File: config.mk
export PLATFORM = sky130hd
export DESIGN_NAME = tdr_test_diag_registers
export DESIGN_NICKNAME = d
export VERILOG_FILES = /design/src/rtl/tdr_pkg.sv /design/src/rtl/tdr_test_diag_registers.sv
export SDC_FILE = /design/constraint.sdc
export NUM_CORES = 1
export LEC_CHECK = 0
export BUFFER_PORTS_ARGS = -buffer_cell sky130_fd_sc_hd__buf_4
export CAP_MARGIN = 10
export CORE_AREA = 2 2 157 159
export DETAILED_ROUTE_END_ITERATION = 10
export DIE_AREA = 0 0 159 161
export HOLD_SLACK_MARGIN = 0.08
export PLACE_DENSITY = 0.61
export SETUP_SLACK_MARGIN = 0.3
export SYNTH_ARGS = -nofsm -noshare
export SYNTH_HDL_FRONTEND = slang
export SYNTH_SLANG_ARGS = --single-unit
File: constraint.sdc
create_clock -name sys_clk -period 2.3 [get_ports sys_clk]
set_input_delay 0 -clock sys_clk [delete_from_list [all_inputs] [get_ports sys_clk]]
set_output_delay 0 -clock sys_clk [all_outputs]
set_load 0.05 [all_outputs]
File: src/rtl/tdr_pkg.sv
// package for the test and diagnostic register bank
package tdr_pkg;
   localparam logic [7:0] REG_TEST_SEL_ONE  = 8'h31;
   localparam logic [7:0] REG_TEST_SEL_TWO  = 8'h32;
   localparam logic [7:0] REG_BUS_VIEW      = 8'h35;
   localparam logic [7:0] REG_SELF_TEST     = 8'h36;
   localparam logic [7:0] REG_CHIP_ID       = 8'h37;
   localparam logic [7:0] REG_PROBE_SEL     = 8'h38;
   localparam logic [7:0] REG_DAC_A         = 8'h39;
   localparam logic [7:0] REG_DAC_B         = 8'h3A;
   localparam logic [7:0] REG_COMMAND       = 8'h01;
   localparam int         ADDR_W            = 8;
   localparam logic [7:0] SELF_TEST_RESET   = 8'h40;
   localparam int         BOOST_BIT         = 6;
   localparam logic [3:0] SELF_CHECK_ON     = 4'h9;
   localparam logic [3:0] CMD_CHECKSUM      = 4'h3;
   localparam logic [3:0] CHIP_TYPE_CODE    = 4'hA; // arbitrary value
   localparam logic [3:0] CHIP_REV_CODE     = 4'h1; // arbitrary value
   localparam logic [3:0] SEL_HIZ           = 4'h0;
   localparam logic [3:0] SEL_DAC           = 4'h1;
   localparam logic [3:0] SEL_CORR          = 4'h2;
   localparam logic [3:0] SEL_MINLVL        = 4'h4;
   localparam logic [3:0] SEL_ADC_I         = 4'h5;
   localparam logic [3:0] SEL_ADC_Q         = 4'h6;
   localparam logic [3:0] SEL_HIGH          = 4'hA;
   localparam logic [3:0] SEL_LOW           = 4'hB;
   localparam logic [3:0] SEL_TX_ACT        = 4'hC;
   localparam logic [3:0] SEL_RX_ACT        = 4'hD;
   localparam logic [3:0] SEL_SUBC          = 4'hE;
   localparam logic [3:0] SEL_BUS_BIT       = 4'hF;
   typedef enum logic [1:0] {
      RATE_106, RATE_212, RATE_424, RATE_848
   } tdr_rate_e;
   typedef enum logic [2:0] {
      PH_IDLE, PH_START, PH_DATA, PH_PARITY, PH_CRC
   } tdr_phase_e;
   // frame state reported by the framing logic
   typedef struct packed {
      logic       txOn;
      logic       rxOn;
      logic       subcarrierSeen;
      logic       lastPart;
      tdr_phase_e phase;
   } tdr_frame_s;
   // analog probe pin drive: kind of source and level
   typedef enum logic [1:0] {
      PK_HIZ, PK_DIGITAL, PK_ANALOG
   } tdr_probe_kind_e;
   typedef struct packed {
      tdr_probe_kind_e kind;
      logic            level;
      logic [5:0]      value;
   } tdr_probe_s;
endpackage

File: src/rtl/tdr_test_diag_registers.sv
// test and diagnostic register bank with probe pin routing
//
// Functional notes
// - bus view register reads selected test bus
// - boost bit makes receiver chain non-linear
// - boost also makes thresholds act non-linearly
// - self check enabled only by 1001b
// - checksum command launches enabled self check
// - read-only id: type high, version low
// - probe selectors: 0000 hiz, 1010 high, 1011 low
// - code 0001 routes converter a/b
// - receiver test codes; reserved codes listed
// - code 1100 shows transmit active window
// - code 1101 shows receive active window
// - code 1110 shows subcarrier detected
// - code 1111 shows selected test bus bit
// - dac a value drives probe a at 0001
// - dac b value drives probe b at 0001
// - group select picks test bus source
// - bit select picks one test bus bit
// - command 0011 runs checksum or self check
//
// Register access over Wishbone was chosen for this implementation.
`timescale 1ns/1ps
module tdr_test_diag_registers
   import tdr_pkg::*;
(
   input  wire logic              sys_clk,
   input  wire logic              rst_b,
   input  wire logic              cyc_i,
   input  wire logic              stb_i,
   input  wire logic              we_i,
   input  wire logic [ADDR_W-1:0] adr_i,
   input  wire logic [3:0]        sel_i,
   input  wire logic [31:0]       dat_i,
   output logic      [31:0]       dat_o,
   output logic                   ack_o,
   input  wire logic [255:0]      probeGroups,
   input  wire tdr_rate_e         linkRate,
   input  wire tdr_frame_s        frameState,
   input  wire logic              correlatorOneSignal,
   input  wire logic [5:0]        minimumSignalThreshold,
   input  wire logic [3:0]        adcIValue,
   input  wire logic [3:0]        adcQValue,
   input  wire logic [3:0]        commandCode,
   input  wire logic              commandWrite,
   output logic      [4:0]        probeGroupSelect,
   output logic      [2:0]        probeBitSelect,
   output logic                   testOutputPin,
   output logic                   receiverBoost,
   output logic                   thresholdNonLinear,
   output logic                   selfCheckEnable,
   output logic                   selfCheckStart,
   output logic                   checksumStart,
   output tdr_probe_s             probePinA,
   output tdr_probe_s             probePinB
);

   logic [2:0] bitSel_q, bitSel_d;
   logic [4:0] grpSel_q, grpSel_d;
   logic       boost_q, boost_d;
   logic [3:0] selfChk_q, selfChk_d;
   logic [7:0] probeSel_q, probeSel_d;
   logic [5:0] dacA_q, dacA_d;
   logic [5:0] dacB_q, dacB_d;
   logic [31:0] rdat_q, rdat_d;
   logic        ack_q, ack_d;
   logic        chkStart_q, chkStart_d;
   logic        selfStart_q, selfStart_d;
   logic [7:0]  busView;
   logic        busBit;
   logic        req;
   logic        wrLane0;

   assign req     = cyc_i && stb_i && !ack_q;
   assign wrLane0 = req && we_i && sel_i[0];

   // test bus view, eight bits of the selected group
   assign busView = probeGroups[{grpSel_q, 3'h0} +: 8];
   assign busBit  = busView[bitSel_q];

   always_comb begin
      bitSel_d   = bitSel_q;
      grpSel_d   = grpSel_q;
      boost_d    = boost_q;
      selfChk_d  = selfChk_q;
      probeSel_d = probeSel_q;
      dacA_d     = dacA_q;
      dacB_d     = dacB_q;
      if (wrLane0) begin
         unique case (adr_i)
            REG_TEST_SEL_ONE: bitSel_d = dat_i[2:0];
            REG_TEST_SEL_TWO: grpSel_d = dat_i[4:0];
            REG_SELF_TEST: begin
               boost_d   = dat_i[BOOST_BIT];
               selfChk_d = dat_i[3:0];
            end
            REG_PROBE_SEL: probeSel_d = dat_i[7:0];
            REG_DAC_A: dacA_d = dat_i[5:0];
            REG_DAC_B: dacB_d = dat_i[5:0];
            default: ;
         endcase
      end
   end

   always_comb begin
      ack_d  = req;
      rdat_d = 32'h0000_0000;
      if (req && !we_i) begin
         unique case (adr_i)
            REG_TEST_SEL_ONE: rdat_d[2:0] = bitSel_q;
            REG_TEST_SEL_TWO: rdat_d[4:0] = grpSel_q;
            REG_BUS_VIEW:     rdat_d[7:0] = busView;
            REG_SELF_TEST: begin
               rdat_d[BOOST_BIT] = boost_q;
               rdat_d[3:0]       = selfChk_q;
            end
            REG_CHIP_ID: rdat_d[7:0] = {CHIP_TYPE_CODE, CHIP_REV_CODE};
            REG_PROBE_SEL: rdat_d[7:0] = probeSel_q;
            REG_DAC_A: rdat_d[5:0] = dacA_q;
            REG_DAC_B: rdat_d[5:0] = dacB_q;
            default: rdat_d = 32'h0000_0000;
         endcase
      end
   end

   // checksum command start pulses
   always_comb begin
      chkStart_d  = 1'b0;
      selfStart_d = 1'b0;
      if (commandWrite && commandCode == CMD_CHECKSUM) begin
         if (selfChk_q == SELF_CHECK_ON) begin
            selfStart_d = 1'b1;
         end else begin
            chkStart_d = 1'b1;
         end
      end
   end

   always_ff @(posedge sys_clk or negedge rst_b) begin
      if (!rst_b) begin
         bitSel_q    <= 3'h0;
         grpSel_q    <= 5'h00;
         boost_q     <= SELF_TEST_RESET[BOOST_BIT];
         selfChk_q   <= 4'h0;
         probeSel_q  <= 8'h00;
         dacA_q      <= 6'h00;
         dacB_q      <= 6'h00;
         rdat_q      <= 32'h0000_0000;
         ack_q       <= 1'b0;
         chkStart_q  <= 1'b0;
         selfStart_q <= 1'b0;
      end else begin
         bitSel_q    <= bitSel_d;
         grpSel_q    <= grpSel_d;
         boost_q     <= boost_d;
         selfChk_q   <= selfChk_d;
         probeSel_q  <= probeSel_d;
         dacA_q      <= dacA_d;
         dacB_q      <= dacB_d;
         rdat_q      <= rdat_d;
         ack_q       <= ack_d;
         chkStart_q  <= chkStart_d;
         selfStart_q <= selfStart_d;
      end
   end

   assign dat_o              = rdat_q;
   assign ack_o              = ack_q;
   assign probeGroupSelect   = grpSel_q;
   assign probeBitSelect     = bitSel_q;
   assign testOutputPin      = busBit;
   assign receiverBoost      = boost_q;
   assign thresholdNonLinear = boost_q;
   assign selfCheckEnable    = (selfChk_q == SELF_CHECK_ON);
   assign selfCheckStart     = selfStart_q;
   assign checksumStart      = chkStart_q;

   // activity windows by data rate
   logic txWin, rxWin, subWin;
   always_comb begin
      if (linkRate == RATE_106) begin
         txWin = frameState.txOn && (frameState.phase != PH_IDLE);
         rxWin = frameState.rxOn && (frameState.phase == PH_DATA ||
                 frameState.phase == PH_PARITY ||
                 frameState.phase == PH_CRC);
         subWin = 1'b0;
      end else begin
         txWin = frameState.txOn && (frameState.phase == PH_DATA ||
                 frameState.phase == PH_CRC);
         rxWin = frameState.rxOn && (frameState.phase == PH_DATA ||
                 frameState.phase == PH_CRC);
         subWin = frameState.subcarrierSeen && frameState.lastPart &&
                  (frameState.phase == PH_DATA ||
                   frameState.phase == PH_CRC);
      end
   end

   function automatic tdr_probe_s route(input logic [3:0] code,
                                        input logic [5:0] dac);
      tdr_probe_s p;
      p = '{kind: PK_HIZ, level: 1'b0, value: 6'h00};
      unique case (code)
         SEL_HIZ:     p.kind = PK_HIZ;
         SEL_DAC:     begin p.kind = PK_ANALOG; p.value = dac; end
         SEL_CORR:    begin p.kind = PK_DIGITAL;
                            p.level = correlatorOneSignal; end
         SEL_MINLVL:  begin p.kind = PK_ANALOG;
                            p.value = minimumSignalThreshold; end
         SEL_ADC_I:   begin p.kind = PK_ANALOG;
                            p.value = {adcIValue, 2'h0}; end
         SEL_ADC_Q:   begin p.kind = PK_ANALOG;
                            p.value = {adcQValue, 2'h0}; end
         SEL_HIGH:    begin p.kind = PK_DIGITAL; p.level = 1'b1; end
         SEL_LOW:     begin p.kind = PK_DIGITAL; p.level = 1'b0; end
         SEL_TX_ACT:  begin p.kind = PK_DIGITAL; p.level = txWin; end
         SEL_RX_ACT:  begin p.kind = PK_DIGITAL; p.level = rxWin; end
         SEL_SUBC:    begin p.kind = PK_DIGITAL; p.level = subWin; end
         SEL_BUS_BIT: begin p.kind = PK_DIGITAL; p.level = busBit; end
         default:     p.kind = PK_HIZ;
      endcase
      return p;
   endfunction

   tdr_probe_s probeA_d, probeB_d, probeA_q, probeB_q;
   always_comb begin
      probeA_d = route(probeSel_q[7:4], dacA_q);
      probeB_d = route(probeSel_q[3:0], dacB_q);
   end
   always_ff @(posedge sys_clk or negedge rst_b) begin
      if (!rst_b) begin
         probeA_q <= '{kind: PK_HIZ, level: 1'b0, value: 6'h00};
         probeB_q <= '{kind: PK_HIZ, level: 1'b0, value: 6'h00};
      end else begin
         probeA_q <= probeA_d;
         probeB_q <= probeB_d;
      end
   end
   assign probePinA = probeA_q;
   assign probePinB = probeB_q;
endmodule

# [Word-level counts from Yosys, hierarchy flattened]
# Index checks and enable logic that the tools add are counted.
[totals] in_bits=334 output_inout_bits=65 ff_bits=86
[op_classes] reduce_logical=29 n_mux=22 n_eq_ne=35 shift=1 order_cmp=1
[op_table] operator="indexed part select 256 x 9 -> 8 bit" n=1
[op_table] operator="equality test 8 x 6 -> 1 bit (second input constant)" n=8
[op_table] operator="equality test 4 bit (second input constant)" n=13
[op_table] operator="case mux 6 bit (4 select lines)" n=2
[op_table] operator="equality test 4 x 3 -> 1 bit (second input constant)" n=6
[op_table] operator="case mux 3 bit (8 select lines)" n=1
[op_table] operator="case mux 1 bit (6 select lines)" n=3
[op_table] operator="OR reduction 7 bit" n=2
[op_table] operator="equality test 4 x 2 -> 1 bit (second input constant)" n=3
[op_table] operator="logical AND 1 bit" n=12
[op_table] operator="AND reduction 2 bit" n=6
[op_table] operator="case mux 1 bit (5 select lines)" n=2
[op_table] operator="equality test 4 x 1 -> 1 bit (second input constant)" n=2
[op_table] operator="2-to-1 mux 1 bit" n=8
[op_table] operator="2-to-1 mux 8 bit" n=1
[op_table] operator="case mux 2 bit (2 select lines)" n=2
[op_table] operator="OR reduction 4 bit" n=2
[op_table] operator="equality test 3 x 2 -> 1 bit (second input constant)" n=2
[op_table] operator="case mux 1 bit (3 select lines)" n=2
[op_table] operator="less-than comparator 3 x 4 -> 1 bit (second input constant)" n=1
[op_table] operator="binary-select mux 1 bit (select 3 bit)" n=1
[op_table] operator="equality test 3 bit (second input constant)" n=1
[op_table] operator="logical OR 1 bit" n=3
[op_table] operator="nonzero test 3 bit" n=1
[op_table] operator="other kinds (2)" n=3

# [Longest topological paths before layout]
[logic_depth] depth_word=6 depth_mapped=13 ltp_nobuf=8

# [Worst setup path after synthesis]
# Ideal clock, no wire load.
[synth_timing] path_type="flip-flop to flip-flop" start="register grpSel_q[1], in the netlist probeGroupSelect[1]" end="register probeB_q, in the netlist probePinB[6]" n_path_buf=2 required_ns=2.168 arrival_ns=2.608 stages_incl_launch_ff=10 path_slack_ns=-0.439 path_cell_list="dfrtp_1 > buf_6 > buf_12 > mux4_2 > mux4_2 > mux2_4 > nand2_1 > o2111ai_1 > nand3_2 > o211ai_2"
[synth_rtl] element="from (decl)" line="tdr_test_diag_registers.sv:60" source="logic [4:0] grpSel_q, grpSel_d;"
[synth_rtl] element="from (signal assigned)" line="tdr_test_diag_registers.sv:155" source="grpSel_q <= grpSel_d;"
[synth_rtl] element="to (signal assigned)" line="tdr_test_diag_registers.sv:233" source="probeB_q <= '{kind: PK_HIZ, level: 1'b0, value: 6'h00};"
[synth_rtl] element="to (signal assigned)" line="tdr_test_diag_registers.sv:236" source="probeB_q <= probeB_d;"
[synth_rtl] element="to (decl)" line="tdr_test_diag_registers.sv:225" source="tdr_probe_s probeA_d, probeB_d, probeA_q, probeB_q;"

# [Final worst setup path]
[layout_timing] start="register grpSel_q[1], in the netlist probeGroupSelect[1]" end="output port testOutputPin"
[layout_via] elab_chain_cells=3
[layout_lines] element="indexed part select 256 x 9 -> 8 bit" line="tdr_test_diag_registers.sv:79" source="assign busView = probeGroups[{grpSel_q, 3'h0} +: 8];"
[layout_lines] element="binary-select mux 1 bit (select 3 bit)" line="tdr_test_diag_registers.sv:80" source="assign busBit = busView[bitSel_q];"
[layout_lines] element="2-to-1 mux 1 bit (implied by the code)" line="tdr_test_diag_registers.sv:80"
[layout_lines] element="to (decl)" line="tdr_test_diag_registers.sv:49" source="output logic testOutputPin,"
# No other way between the ends. The select of a mux whose other input is x is not followed.

==> impl_metrics.tcl <==
set metrics [dict create \
    outcome "finished, violations left" \
    failed_checks "negative setup slack" \
    path_max_fanout 8 \
    hold_viol_final 0 \
    first_global_vias 6540 \
    die_area_mm2 0.0256 \
    synth_edf_count 0 \
    cts_tree "yes" \
    yosysSeqAreaShare_pct 27.8 \
    grt_pass1_wl_um 37900 \
    synth_cell_types 54 \
    htreeDepth 3 \
    cts_buffers 9 \
    post_drt_wl_per_cell_um 19.8 \
    dp_hpwl_um 19600 \
    overflow 0 \
    antenna_found_initial 1 \
    start_util_pct 23.3 \
    gp_congestion 0.846 \
    nets 1261 \
    max-slew-margin-rel_pct 45.8 \
    antennaDiodeCount 0 \
    rows 57 \
    cp-start-kind "flip-flop" \
    dp_cells 1187 \
    fin_ws_ns -0.562 \
    core_area_mm2 0.0240 \
    crit_arrival_ns 2.86 \
    yosys-top-cells-area "dfrtp_1, mux4_2, mux2i_1" \
    p_leak_uw 0.00436 \
    maxCapViolCount 0 \
    tightestPinTransition_ns 0.814 \
    powerDensity_mw_per_mm2 350 \
    ys_ff_latch 62 \
    clkSlewWorstSetupHoldPaths_ns 0.05 \
    drt_iter0_markers 447 \
    stdcell_count 1256 \
    slew_viol_final 0 \
    finalPower_uw 3460 \
    synth_common_cells "dfrtp_1, mux2i_1, mux4_2" \
    first_pass_iters 5 \
    period_needed_ns 2.86 \
    vdd_drop_max_mv 0.333 \
    area_growth_pct 77.4 \
    io_pins 399 \
    grt_max_degree 63 \
    period_share_pct 124 \
    vias 6141 \
    cts.path.max_buffers 2 \
    synth_cells 511 \
    io_buffers 347 \
    synth_top_cell_by_area "dfrtp_1" \
    end_kind "output port" \
    synth_area_mm2 0.00559 \
    grt_use_total_pct 19.0 \
    die_x_um 159 \
    drt-total-wl_um 24800 \
    syn_area_per_cell_um2 10.9 \
    clock-root-buffer "clkbuf_16" \
    synthFlopType "dfrtp_1" \
    critPathRequiredTime_ns 2.30 \
    yosysMostFrequentCell "dfrtp_1" \
    critical_path_class "flip-flop to output port" \
    drtAntennaViolNets 0 \
    yosysTopAreaCellShare_pct 27.3 \
    drive_gt1_share_pct 61.5 \
    async_flop_share_pct 100 \
    clock_skew_ns 0.00705 \
    setup_viol 8 \
    timing.fmax_mhz 349 \
    worstHoldPathType "input port to flip-flop" \
    yosys_warnings 0 \
    drc 0 \
    rsz0062_at_grt "yes" \
    worst_skew_pair.late_latency_ns 0.33 \
    cts_sinks 62 \
    setup_tns_ns -2.42 \
    die_y_um 161 \
    viasPerCell 4.89 \
]
per-stage QoR:
stage | hold slack (ns) | utilization [%] | setup slack [ns] | instance area, um^2
final | 0.121 | 41.3 | -0.562 | 9910
after global routing | 0.140 | 41.3 | -0.697 | 9910
after global placement | 0.141 | 36.4 | -0.461 | 8720
after CTS | 0.125 | 40.9 | -0.598 | 9800
after floorplan | -0.296 | - | -0.274 | 5740
after detailed placement | 0.146 | 36.4 | -0.403 | 8720
area by class of cell:
class / instances / area [um^2]
Clock buffer: 10 / 239
Clock inverter: 6 / 70.1
Fill cell: 2346 / 14100
Inverter: 7 / 26.3
Multi-Input combinational cell: 399 / 3880
Sequential cell: 62 / 1560
Tap cell: 324 / 405
Timing Repair Buffer: 448 / 3730
power by group:
group | internal [uW] | switching [uW]
Combinational | 554 | 404
Clock | 873 | 519
Sequential | 1100 | 10.9
worst paths after layout:
kind                                      from                  end  depth (start not counted)  slack [ns]
max in group asynchronous                rst_b  probeGroupSelect[1]                          2        1.37
max                        probeGroupSelect[1]        testOutputPin                         10       -0.56
min reg2reg                       selfChk_q[3]         selfChk_q[3]                          1        0.55
min                                       we_i             dat_o[6]                          3        0.12
min in group asynchronous                rst_b         probePinA[2]                          2        0.30
max reg2reg                probeGroupSelect[1]         probePinB[6]                         13       -0.55
cell usage in the layout, fill, tap and decap left out, drive strengths merged, types with 5 or more instances in the layout:
cell type / instances
nand2b: 5
nor2b: 11
nand2: 26
nand3: 15
a21oi: 11
o22ai: 10
clkbuf: 10
nor2: 36
conb: 24
dfrtp: 61
mux2i: 51
mux2: 36
nor3: 9
o21ai: 21
a221oi: 14
dlygate4sd3: 34
mux4: 52
inv: 8
a22oi: 27
buf: 412
worst max-delay path, cell delays in order (launching register included):
cell       delay (ns)
dfrtp_4          0.59
buf_12           0.15
buf_16           0.11
mux4_2           0.52
mux4_2           0.46
mux2i_1          0.14
buf_4            0.14
o2111ai_2        0.11
nand3_2          0.10
inv_2            0.05
buf_8            0.14
kinds of logic (layout without fill, tap and decap cells):
group | after synthesis | after routing | synth area share, %
buffers and inverters | 73 | 471 | 8.78
AND/OR/NAND/NOR | 125 | 125 | 10.9
other | 1 | 24 | 0.0671
flip-flops | 62 | 62 | 27.8
multiplexers | 139 | 139 | 38.2
AO/OA/AOI/OAI | 110 | 110 | 14.1
XOR/XNOR | 1 | 1 | 0.157
state kept, by name, indices dropped and copies added, names as in the netlist:
name and cells:
ack_o 1, checksumStart 1, dacA_q 6, dacB_q 6, dat_o 8, probeBitSelect 3, probeGroupSelect 5, probePinA 9
probePinB 9, probeSel_q 8, receiverBoost 1, selfCheckStart 1, selfChk_q 4
routing by layer:
metal | track usage (%) | vias to the layer above | share of wire, %
met5 | 0 | - | 0.032
met1 | 24.5 | 3025 | 41
met3 | 4.03 | 29 | 7.2
met4 | 4.55 | 2 | 1.3
li1 | - | 2813 | -
met2 | 32.7 | 272 | 50
repair_timing:
action	in CTS	in global routing
hold buffers	34	0
pin swaps	12	14
gates resized for setup	50	21
buffers inserted	11	2
endpoints found under the setup margin	11	14
gates cloned	6	0
endpoints found under the hold margin	113	0
(Power assumes the default switching activity.)
